<file path="src/rtl/irq_vec_pkg.sv">
// Purpose: Shared constants for the vectored priority interrupt path
// Assumes: Eight priority levels, 32 sources, 32-bit handler addresses
// Notes:   Source 0 belongs to the fast path and never wins here
package irq_vec_pkg;
    localparam int          NUM_SRC      = 32;
    localparam int          SRC_W        = 5;
    localparam int          PRIO_W       = 3;
    localparam int          STACK_DEPTH  = 8;
    localparam int          VEC_W        = 32;
    localparam logic [31:0] VEC_RESET    = 32'h0000_0000;
    localparam logic [2:0]  LEVEL_RESET  = 3'h0;
    localparam logic [4:0]  SRC_RESET    = 5'h00;
    localparam logic [3:0]  SP_RESET     = 4'h0;
endpackage

</file>
<file path="src/rtl/irq_sel_if.sv">
// Purpose: Carries the arbiter result between selector and controller
// Assumes: Single clock domain, purely combinational result
// Notes:   Found is low when no candidate is active
`timescale 1ns/1ps
`default_nettype none
interface irq_sel_if;
    logic [irq_vec_pkg::SRC_W-1:0]  best_src;
    logic [irq_vec_pkg::PRIO_W-1:0] best_prio;
    logic                           found;
    modport sel (output best_src, output best_prio, output found);
    modport ctl (input best_src, input best_prio, input found);
endinterface
`default_nettype wire

</file>
<file path="src/rtl/irq_prio_select.sv">
// Purpose: Picks the highest-priority active source, lowest number on ties
// Assumes: active already includes enable; source 0 excluded by caller
// Notes:   Scan runs downward so lower numbers overwrite on equal priority
`timescale 1ns/1ps
`default_nettype none
module irq_prio_select #(
    parameter int NUM_SRC = irq_vec_pkg::NUM_SRC
) (
    input  wire logic [NUM_SRC-1:0]                      active,
    input  wire logic [NUM_SRC*irq_vec_pkg::PRIO_W-1:0] prio_flat,
    irq_sel_if.sel                                       sel
);
    localparam int SW = irq_vec_pkg::SRC_W;

    always_comb
    begin
        sel.found     = 1'b0;
        sel.best_src  = irq_vec_pkg::SRC_RESET;
        sel.best_prio = irq_vec_pkg::LEVEL_RESET;
        for (int i = NUM_SRC - 1; i >= 0; i--)
        begin
            if (active[i] && (!sel.found
                || prio_flat[i*irq_vec_pkg::PRIO_W +: irq_vec_pkg::PRIO_W] >= sel.best_prio))
            begin
                sel.found     = 1'b1;
                sel.best_src  = SW'(i);
                sel.best_prio = prio_flat[i*irq_vec_pkg::PRIO_W +: irq_vec_pkg::PRIO_W];
            end
        end
    end
endmodule
`default_nettype wire

</file>
<file path="src/rtl/irq_vectoring_nesting.sv">
// Purpose: Normal interrupt request path with vectoring and nesting stack
// Assumes: Source inputs are asynchronous; core accesses are single-cycle strobes
// Notes:   Vector data is valid one cycle after the read strobe
`timescale 1ns/1ps
`default_nettype none
// Functional notes
// - Vector read makes best source current
// - Vector read drops the request line
// - Vector read clears edge source pending
// - Vector read pushes level and source
// - Vector read returns stored handler address
// - Higher priority than level re-raises request
// - End-of-service pops, restores previous level
// - After pop, above restored level re-raises
// - Equal priority picks lowest source number
// - Stack holds eight nested entries
module irq_vectoring_nesting #(
    parameter int NUM_SRC     = irq_vec_pkg::NUM_SRC,
    parameter int STACK_DEPTH = irq_vec_pkg::STACK_DEPTH
) (
    input  wire logic                                    clk,
    input  wire logic                                    reset,
    input  wire logic                                    clk_en,
    input  wire logic [NUM_SRC-1:0]                      src_in,
    input  wire logic [NUM_SRC-1:0]                      src_enable,
    input  wire logic [NUM_SRC-1:0]                      src_edge_mode,
    input  wire logic [NUM_SRC*irq_vec_pkg::PRIO_W-1:0] src_prio,
    input  wire logic                                    vec_wr,
    input  wire logic [irq_vec_pkg::SRC_W-1:0]          vec_wr_idx,
    input  wire logic [irq_vec_pkg::VEC_W-1:0]          vec_wr_data,
    input  wire logic                                    vector_read_reg,
    input  wire logic                                    end_of_service_reg,
    output logic                                         core_request_n,
    output logic [irq_vec_pkg::VEC_W-1:0]               vector_data,
    output logic [irq_vec_pkg::PRIO_W-1:0]              current_level,
    output logic [irq_vec_pkg::SRC_W-1:0]               current_source,
    output logic                                         in_service
);
    localparam int PW = irq_vec_pkg::PRIO_W;
    localparam int SW = irq_vec_pkg::SRC_W;

    logic [NUM_SRC-1:0]    sync1_r;
    logic [NUM_SRC-1:0]    sync2_r;
    logic [NUM_SRC-1:0]    prev_r;
    logic [NUM_SRC-1:0]    edge_pend_r;
    logic [NUM_SRC-1:0]    active;
    logic [NUM_SRC-1:0]    above;
    logic [irq_vec_pkg::VEC_W-1:0] vec_mem_r [NUM_SRC];
    logic [PW-1:0]         lvl_stack_r [STACK_DEPTH];
    logic [SW-1:0]         src_stack_r [STACK_DEPTH];
    logic [3:0]            sp_r;
    logic [3:0]            sp_nxt;
    logic [PW-1:0]         level_nxt;
    logic                  ack_block_r;
    logic                  do_push;
    logic                  do_pop;
    logic                  raise;
    logic [NUM_SRC*PW-1:0] prio_flat;

    irq_sel_if sel_all ();
    irq_sel_if sel_hi ();

    // Synchronise asynchronous source pins
    always_ff @(posedge clk or posedge reset)
    begin
        if (reset)
        begin
            sync1_r <= '0;
            sync2_r <= '0;
            prev_r  <= '0;
        end
        else if (clk_en)
        begin
            sync1_r <= src_in;
            sync2_r <= sync1_r;
            prev_r  <= sync2_r;
        end
    end

    always_comb
    begin
        for (int i = 0; i < NUM_SRC; i++)
            active[i] = (i != 0) && src_enable[i] && (src_edge_mode[i] ? edge_pend_r[i] : sync2_r[i]);
    end

    assign prio_flat = src_prio;

    // Sources strictly above the current level; every active source while nothing is in service
    always_comb
    begin
        for (int i = 0; i < NUM_SRC; i++)
            above[i] = active[i] && ((sp_r == '0) || (src_prio[i*PW +: PW] > current_level));
    end

    irq_prio_select #(.NUM_SRC(NUM_SRC)) u_sel_all (
        .active    (active),
        .prio_flat (prio_flat),
        .sel       (sel_all.sel)
    );

    irq_prio_select #(.NUM_SRC(NUM_SRC)) u_sel_hi (
        .active    (above),
        .prio_flat (prio_flat),
        .sel       (sel_hi.sel)
    );

    assign do_push = vector_read_reg && sel_all.found && (sp_r < 4'(STACK_DEPTH));
    assign do_pop  = end_of_service_reg && (sp_r != '0);

    // Edge pending: new edge wins over the acknowledge clear
    always_ff @(posedge clk or posedge reset)
    begin
        if (reset)
            edge_pend_r <= '0;
        else if (clk_en)
        begin
            for (int i = 0; i < NUM_SRC; i++)
            begin
                if (sync2_r[i] && !prev_r[i])
                    edge_pend_r[i] <= 1'b1;
                else if (do_push && sel_all.best_src == SW'(i) && src_edge_mode[i])
                    edge_pend_r[i] <= 1'b0;
            end
        end
    end

    // Handler address store
    always_ff @(posedge clk or posedge reset)
    begin
        if (reset)
        begin
            for (int i = 0; i < NUM_SRC; i++)
                vec_mem_r[i] <= irq_vec_pkg::VEC_RESET;
        end
        else if (clk_en && vec_wr)
            vec_mem_r[vec_wr_idx] <= vec_wr_data;
    end

    always_ff @(posedge clk or posedge reset)
    begin
        if (reset)
            vector_data <= irq_vec_pkg::VEC_RESET;
        else if (clk_en && do_push)
            vector_data <= vec_mem_r[sel_all.best_src];
    end

    // Nesting stack
    always_comb
    begin
        sp_nxt    = sp_r;
        level_nxt = current_level;
        if (do_push)
        begin
            sp_nxt    = sp_r + 4'h1;
            level_nxt = sel_all.best_prio;
        end
        else if (do_pop)
        begin
            sp_nxt    = sp_r - 4'h1;
            level_nxt = (sp_r > 4'h1) ? lvl_stack_r[3'(sp_r - 4'h2)] : irq_vec_pkg::LEVEL_RESET;
        end
    end

    always_ff @(posedge clk or posedge reset)
    begin
        if (reset)
        begin
            sp_r           <= irq_vec_pkg::SP_RESET;
            current_level  <= irq_vec_pkg::LEVEL_RESET;
            current_source <= irq_vec_pkg::SRC_RESET;
            in_service     <= 1'b0;
            for (int i = 0; i < STACK_DEPTH; i++)
            begin
                lvl_stack_r[i] <= irq_vec_pkg::LEVEL_RESET;
                src_stack_r[i] <= irq_vec_pkg::SRC_RESET;
            end
        end
        else if (clk_en)
        begin
            sp_r          <= sp_nxt;
            current_level <= level_nxt;
            in_service    <= (sp_nxt != '0);
            if (do_push)
            begin
                lvl_stack_r[3'(sp_r)] <= sel_all.best_prio;
                src_stack_r[3'(sp_r)] <= sel_all.best_src;
                current_source        <= sel_all.best_src;
            end
            else if (do_pop)
                current_source <= (sp_r > 4'h1) ? src_stack_r[3'(sp_r - 4'h2)] : irq_vec_pkg::SRC_RESET;
        end
    end

    // Acknowledge holds request off for one cycle while state settles
    always_ff @(posedge clk or posedge reset)
    begin
        if (reset)
            ack_block_r <= 1'b0;
        else if (clk_en)
            ack_block_r <= vector_read_reg || end_of_service_reg;
    end

    assign raise = sel_hi.found && !ack_block_r && !vector_read_reg && !end_of_service_reg;

    always_ff @(posedge clk or posedge reset)
    begin
        if (reset)
            core_request_n <= 1'b1;
        else if (clk_en)
        begin
            if (vector_read_reg)
                core_request_n <= 1'b1;
            else
                core_request_n <= !raise;
        end
    end
endmodule
`default_nettype wire

</file>
<file path="config.mk">
export PLATFORM = sky130hd
export DESIGN_NAME = irq_vectoring_nesting
export DESIGN_NICKNAME = d
export VERILOG_FILES = /design/src/rtl/irq_vec_pkg.sv /design/src/rtl/irq_sel_if.sv /design/src/rtl/irq_prio_select.sv /design/src/rtl/irq_vectoring_nesting.sv
export SDC_FILE = /design/constraint.sdc
export NUM_CORES = 2
export LEC_CHECK = 0
export BUFFER_PORTS_ARGS = -buffer_cell sky130_fd_sc_hd__buf_4
export CAP_MARGIN = 20
export CELL_PAD_IN_SITES_DETAIL_PLACEMENT = 1
export CELL_PAD_IN_SITES_GLOBAL_PLACEMENT = 2
export CORE_MARGIN = 5
export CORE_UTILIZATION = 40
export DETAILED_ROUTE_END_ITERATION = 10
export PLACE_DENSITY = 0.86
export SETUP_SLACK_MARGIN = 0.2
export SYNTH_ARGS = -nofsm -noshare
export SYNTH_HDL_FRONTEND = slang
export SYNTH_SLANG_ARGS = --single-unit
</file>
<file path="constraint.sdc">
create_clock -name clk -period 51.2 [get_ports clk]
set_input_delay 10.24 -clock clk [delete_from_list [all_inputs] [get_ports clk]]
set_output_delay 10.24 -clock clk [all_outputs]
set_load 0.1 [all_outputs]
</file>
* After elaboration in Yosys (flattened, before gate mapping)
Index checks and enable logic that the tools add are counted.
Cells by class: bitwise gates (word level) 4, order comparisons 99, equality and inequality tests 31, reduce and logical (&&, ||, !) cells 480, add/subtract/negate cells 3, muxes and demuxes 274
Operators with widths (number):
- bitwise mux 1024 bit | 1
- logical AND 1 bit | 225
- 2-to-1 mux 3 bit | 67
- 2-to-1 mux 5 bit | 37
- greater-or-equal comparator 3 bit | 60
- binary-select mux 32 bit (select 5 bit) | 1
- demux 32 bit (select 5 bit) | 1
- 2-to-1 mux 1 bit | 156
- 2-to-1 mux 32 bit | 3
- logical NOT 1 bit | 95
- greater-than comparator 3 bit | 31
- logical OR 1 bit | 92
- == test 5 bit (second input constant) | 16
- AND reduction 2 bit | 33
- nonzero test 2 bit | 32
- bitwise mux 40 bit | 1
- == test 5 x 4 -> 1 bit (second input constant) | 8
- bitwise mux 24 bit | 1
- == test 5 x 3 -> 1 bit (second input constant) | 4
- binary-select mux 5 bit (select 3 bit) | 1
- demux 5 bit (select 3 bit) | 1
- greater-or-equal comparator 6 bit (second input constant) | 2
- inverter 5 -> 6 bit | 2
- == test 5 x 2 -> 1 bit (second input constant) | 2
- other kinds (15) | 19
Storage, ports and cells: output and inout bits 42, logic and storage cells 980, flip-flop bits (word level) 1262, bits of input ports 235

* Longest topological paths before layout
depth after elaboration 129, mapped depth 232, depth with buffers taken out 225

* By module
A second synthesis with hierarchy kept.
Second synthesis, totals: cells, all modules 5636, area, all modules 69170.1 µm²
By module, submodules not included:
- irq_vectoring_nesting | cells each 4150, area each 58995.3 µm², sequential area each 31506.5 µm², times used 1
- irq_prio_select (u_sel_all) | cells each 748, area each 5142.4 µm², sequential area each 0.0 µm², times used 1
- irq_prio_select (u_sel_hi) | cells each 738, area each 5032.3 µm², sequential area each 0.0 µm², times used 1

* Worst setup path after synthesis
OpenSTA, ideal clock, no wires.
path kind input port to flip-flop, from in src_edge_mode[31], to reg edge_pend_r[24], path slack -1.059 ns, arrival time 52.137 ns, buffers on the path 8, library setup time 0.122 ns, data required time 51.078 ns, stages 213, cell sequence mux2_4 -> and2_1 -> nand2_1 -> ha_1 -> a21o_1 -> a31oi_1 -> a21oi_1 -> a22o_1 -> ha_1 -> nor2_1 -> a21oi_1 -> o311a_4 -> mux2_2 -> ha_1 -> nand2b_1 -> a21o_1 -> a21oi_1 -> a21o_1 -> [... 177 more ...] -> clkbuf_1 -> mux2_2 -> ha_1 -> nand2b_1 -> a21o_1 -> a21oi_1 -> a21boi_1 -> or3_1 -> clkbuf_1 -> a31oi_1 -> and4_1 -> buf_2 -> nand2_1 -> a21oi_1 -> buf_2 -> buf_2 -> nand3_1 -> a32o_1
Between the ends: longest elaborated chain between the ends 129, elaborated cells between the ends (all ways) 221, those cells by class order compare (30); eq/ne (1); mux (93); reduce/logical (97)
Ends and longest elaborated chain:
- start, declared | RTL line irq_vectoring_nesting.sv:26 | input wire logic [NUM_SRC-1:0] src_edge_mode,
- 2-to-1 mux 1 bit * | RTL line irq_vectoring_nesting.sv:83 | active[i] = (i != 0) && src_enable[i] && (src_edge_mode[i] ? edge_pend_r[i] : sync2_r[i]);
- logical AND 1 bit * | RTL line irq_vectoring_nesting.sv:83
- parallel branches: the longest is 123 deep, another holds greater-or-equal comparator 3 bit
- logical AND 1 bit * (2 in a row) | RTL line irq_vectoring_nesting.sv:121 | else if (do_push && sel_all.best_src == SW'(i) && src_edge_mode[i])
- nonzero test 2 bit (no line) *
- AND reduction 2 bit (no line) *
- end signal, assigned | RTL line irq_vectoring_nesting.sv:114 | edge_pend_r <= '0;
- end signal, assigned by index | RTL line irq_vectoring_nesting.sv:120 | edge_pend_r[i] <= 1'b1;
- end signal, assigned by index | RTL line irq_vectoring_nesting.sv:122 | edge_pend_r[i] <= 1'b0;
- end, declared | RTL line irq_vectoring_nesting.sv:45 | logic [NUM_SRC-1:0] edge_pend_r;
Mark *: on every way between the ends. A chain may end at the register's enable or synchronous reset.

* Worst setup path in the final report
from in src_edge_mode[31], to reg vector_data[31] (netlist name)
Between the ends: longest elaborated chain between the ends 127, elaborated cells between the ends (all ways) 221, those cells by class order compare (30); mux (96); bitwise (1); reduce/logical (94)
Ends and longest elaborated chain:
- 2-to-1 mux 1 bit * | RTL line irq_vectoring_nesting.sv:83
- logical AND 1 bit * | RTL line irq_vectoring_nesting.sv:83
- 2-to-1 mux 3 bit or 2-to-1 mux 1 bit (tied branches) | RTL line irq_prio_select.sv:22 | if (active[i] && (!sel.found
- greater-or-equal comparator 3 bit or logical NOT 1 bit (tied branches) | RTL line irq_prio_select.sv:23, irq_prio_select.sv:22
- logical OR 1 bit | RTL line irq_prio_select.sv:23 | || prio_flat[i*irq_vec_pkg::PRIO_W +: irq_vec_pkg::PRIO_W] >= sel.best_prio))
- logical AND 1 bit | RTL line irq_prio_select.sv:22
- 2-to-1 mux 3 bit or 2-to-1 mux 1 bit (tied branches) | RTL line irq_prio_select.sv:22
- greater-or-equal comparator 3 bit or logical NOT 1 bit (tied branches) | RTL line irq_prio_select.sv:23, irq_prio_select.sv:22
- [... 110 more ...]
- 2-to-1 mux 3 bit or 2-to-1 mux 1 bit (tied branches) | RTL line irq_prio_select.sv:22
- greater-or-equal comparator 3 bit or logical NOT 1 bit (tied branches) | RTL line irq_prio_select.sv:23, irq_prio_select.sv:22
- logical OR 1 bit | RTL line irq_prio_select.sv:23
- logical AND 1 bit | RTL line irq_prio_select.sv:22
- 2-to-1 mux 5 bit | RTL line irq_prio_select.sv:22
- inverter 5 -> 6 bit (not written as such) | RTL line irq_vectoring_nesting.sv:144 | vector_data <= vec_mem_r[sel_all.best_src];
- binary-select mux 32 bit (select 5 bit) | RTL line irq_vectoring_nesting.sv:144
- 2-to-1 mux 32 bit (not written as such) (2 in a row) | RTL line irq_vectoring_nesting.sv:144
- end signal, assigned | RTL line irq_vectoring_nesting.sv:142 | vector_data <= irq_vec_pkg::VEC_RESET;
- end signal, assigned | RTL line irq_vectoring_nesting.sv:144
- end, declared | RTL line irq_vectoring_nesting.sv:34 | output logic [irq_vec_pkg::VEC_W-1:0] vector_data,
Every way passes the cells marked *; elsewhere a longest branch is shown, timed or not. The select of a mux whose other input is x is not followed.

==> results_dict.tcl <==
set metrics [dict create \
    layoutNonFillerInstCount 8176 \
    dp.cells 7815 \
    grtUsageTotal_pct 28.03 \
    ys_seq_area_share_pct 50.37 \
    endpoint_kind "flop" \
    layout-drive-gt1-share_pct 42.47 \
    ys_warn_count 0 \
    die-area_sq_mm 0.1643 \
    slew_headroom_pct 8.293 \
    wl_mm 237.7 \
    met3_usage_pct 5.074 \
    crit_slowest_cell "a2111oi_1" \
    finClkSkew_ns 0.03435 \
    finalCritPeriodShare_pct 97.35 \
    grt_pass1_vias 53250 \
    startpoint_type "input port" \
    async_reset_ff_share_pct 100.0 \
    syn-cell-area_sq_mm 0.06250 \
    use_met2_pct 46.16 \
    synth_top_cell_area_share_pct 50.33 \
    setup_ws_ns 1.359 \
    drt_iter0_drc 4007 \
    min_path_type "flop to flop" \
    vias 49670 \
    finalInstanceArea_sq_mm 0.07797 \
    num-nets-final 6408 \
    holdWs_ns 0.4689 \
    fp-row-count 145 \
    core-area_sq_mm 0.1558 \
    syn_area_per_cell_sq_um 11.77 \
    drc 0 \
    synth_area_leaders "dfrtp_1, mux2_2, ha_1, mux2i_1, nand2_1" \
    clk_pin_slew_ns 0.06 \
    synth_edf_count 0 \
    use_met1_pct 36.50 \
    cts_max_path_buffers 3 \
    firstDrtPassIters 5 \
    hold_violations 0 \
    num_io_pins 277 \
    cts_buffers 141 \
    path_common_cell "ha_1" \
    setup_viol 0 \
    maxSlewViolCount 0 \
    post_dp_cell_area_sq_mm 0.07095 \
    grt_pass1_wl_mm 348.0 \
    clkLatencyLatePin_ns 0.78 \
    gp_congestion 0.8813 \
    die_width_microns 405.3 \
    worst-path-max-fanout 5 \
    antenna_found_initial 8 \
    synth_nets 5714 \
    grt_max_degree 144 \
    ctsHtreeMaxLevel 4 \
    cp_top_family "compound AO/OA/AOI/OAI gates" \
    worstMarginPinSlew_ns 1.367 \
    busiest_layer "met2" \
    cts_tree "done" \
    avgRoutedWirePerCell_microns 29.07 \
    fill_cells 16110 \
    die_y_microns 405.3 \
    grt-ovfl-total 0 \
    cts_hold_buffers 0 \
    ys.flop_type "dfrtp_1" \
    final.min_clock_period_ns 49.84 \
    status "complete, no violations" \
    path_buf_inv 20 \
    place_hpwl_mm 147.9 \
    clock-root-buffer "clkbuf_16" \
    required_ns 51.84 \
    clock-sinks 1258 \
    pre_cts_slack_ns -3.109 \
    cap_violations 0 \
    yosysTopAreaCell "dfrtp_1" \
    via_per_inst 6.075 \
    syn-instance-count 5311 \
    synth_cell_types 95 \
    fmax_ghz 0.02006 \
    ys_seq_elements 1258 \
    cp.arrival_ns 50.48 \
    path_class "input port to flop" \
    initial_core_util_pct 40.11 \
    io_buffers 270 \
    slowest_delay_ns 0.51 \
    postRouteAntennaNets 0 \
    areaGrowthSynthToFinish_pct 24.74 \
]
area by class of cell:
type / instances / area [sq um] / area share (%)
Inverter: 140 / 533.0 / 0.6836
Multi-Input combinational cell: 3518 / 30530 / 39.16
Timing Repair Buffer: 946 / 8104 / 10.39
Sequential cell: 1258 / 31480 / 40.38
Clock inverter: 43 / 570.5 / 0.7318
Antenna cell: 6 / 15.01 / 0.01926
Clock buffer: 207 / 4159 / 5.334
Tap cell: 2058 / 2575 / 3.303
cell families after synthesis:
kind of cell	Yosys count	synth area share, %
muxes	1329	23.88
adders and majority gates	170	3.395
DFF	1258	50.37
buffers and inverters	536	3.437
AOI/OAI and AO/OA	1138	12.53
xor gates and xnor gates	3	0.04205
and+or+nand+nor	877	6.352
per-layer routing:
metal	vias up	share of wire (%)
li1	20970	-
met2	1853	48
met3	568	6.7
met4	4	4.4
met1	26280	41
met5	-	0.014
synthesized netlist by cell type, types with 21 or more instances:
cell type,count
a22oi_1,139
and2_1,35
o22ai_1,95
a221oi_1,42
o21a_1,21
nand4_1,38
o2111ai_1,24
a21oi_1,207
buf_2,55
inv_1,140
o21ai_0,211
nand2_1,452
nor2_1,140
buf_1,74
nor3_1,46
mux2i_1,180
mux2_2,1132
a21o_1,47
nor4_1,21
a2111oi_0,23
a32o_1,31
nand3_1,34
a31oi_1,65
o211ai_1,21
nand2b_1,37
dfrtp_1,1257
ha_1,168
clkbuf_1,251
a211oi_1,24
state kept, by name, indices dropped and copies added (netlist names):
| register | count |
|---|---|
| core_request_n | 1 |
| edge_pend_r | 31 |
| ack_block_r | 1 |
| current_level | 3 |
| src_stack_r | 40 |
| sync1_r | 31 |
| sync2_r | 31 |
| vec_mem_r | 1023 |
| sp_r | 4 |
| current_source | 5 |
| vector_data | 32 |
| prev_r | 31 |
| lvl_stack_r | 24 |
| in_service | 1 |
repair_timing:
item / 4_1_cts / 5_1_grt
pin swaps: 32 / 90
setup buffers: 40 / 55
gates cloned: 1 / 3
resized for setup: 101 / 186
endpoints found under the setup margin: 135 / 135
worst paths after layout:
path / start / cells after the start / endpoint / slack (ns)
min in group asynchronous: reset / 2 / sync1_r[25]$_DFFE_PP0P_ / 9.55
setup reg to reg: sync2_r[31]$_DFFE_PP0P_ / 221 / vector_data[31]$_DFFE_PP0P_ / 10.60
max in group asynchronous: reset / 6 / vec_mem_r[423]$_DFFE_PP0P_ / 38.22
hold reg to reg: prev_r[31]$_DFFE_PP0P_ / 1 / edge_pend_r[31]$_DFFE_PP0P_ / 0.47
setup / recovery: src_edge_mode[31] / 222 / vector_data[31]$_DFFE_PP0P_ / 1.36
hold / removal: prev_r[31]$_DFFE_PP0P_ / 1 / edge_pend_r[31]$_DFFE_PP0P_ / 0.47
per-stage QoR:
stage	util [%]	setup TNS [ns]
6_report	50.03	0
5_1_grt	50.03	-12.35
4_1_cts	49.04	0
3_5_place_dp	45.53	-283.70
3_3_place_gp	45.53	-188.61
2_1_floorplan	-	0
cells in the final DEF (no fill, tap or decap), types with 21 or more instances in the layout:
cell type,netlist,routed
dfrtp_1,1257,1257
mux2_2,1132,1120
buf_4,14,861
nand2_1,452,422
o21ai_0,211,182
a21oi_1,207,179
mux2i_1,180,178
ha_1,168,153
clkbuf_16,0,145
inv_1,140,136
a22oi_1,139,136
nor2_1,140,112
o22ai_1,95,92
buf_12,0,64
a31oi_1,65,55
a21o_1,47,47
nor3_1,46,42
nand4_1,38,38
a221oi_1,42,35
clkbuf_8,0,34
nand3_1,34,31
a32o_1,31,31
clkbuf_1,251,30
and2_1,35,27
nand2b_4,0,24
nand2_2,0,22
o211ai_1,21,21
o2111ai_1,24,21
Power is not shown: default switching activity piles up to over one toggle a cycle in this logic, so the estimate is an artifact.
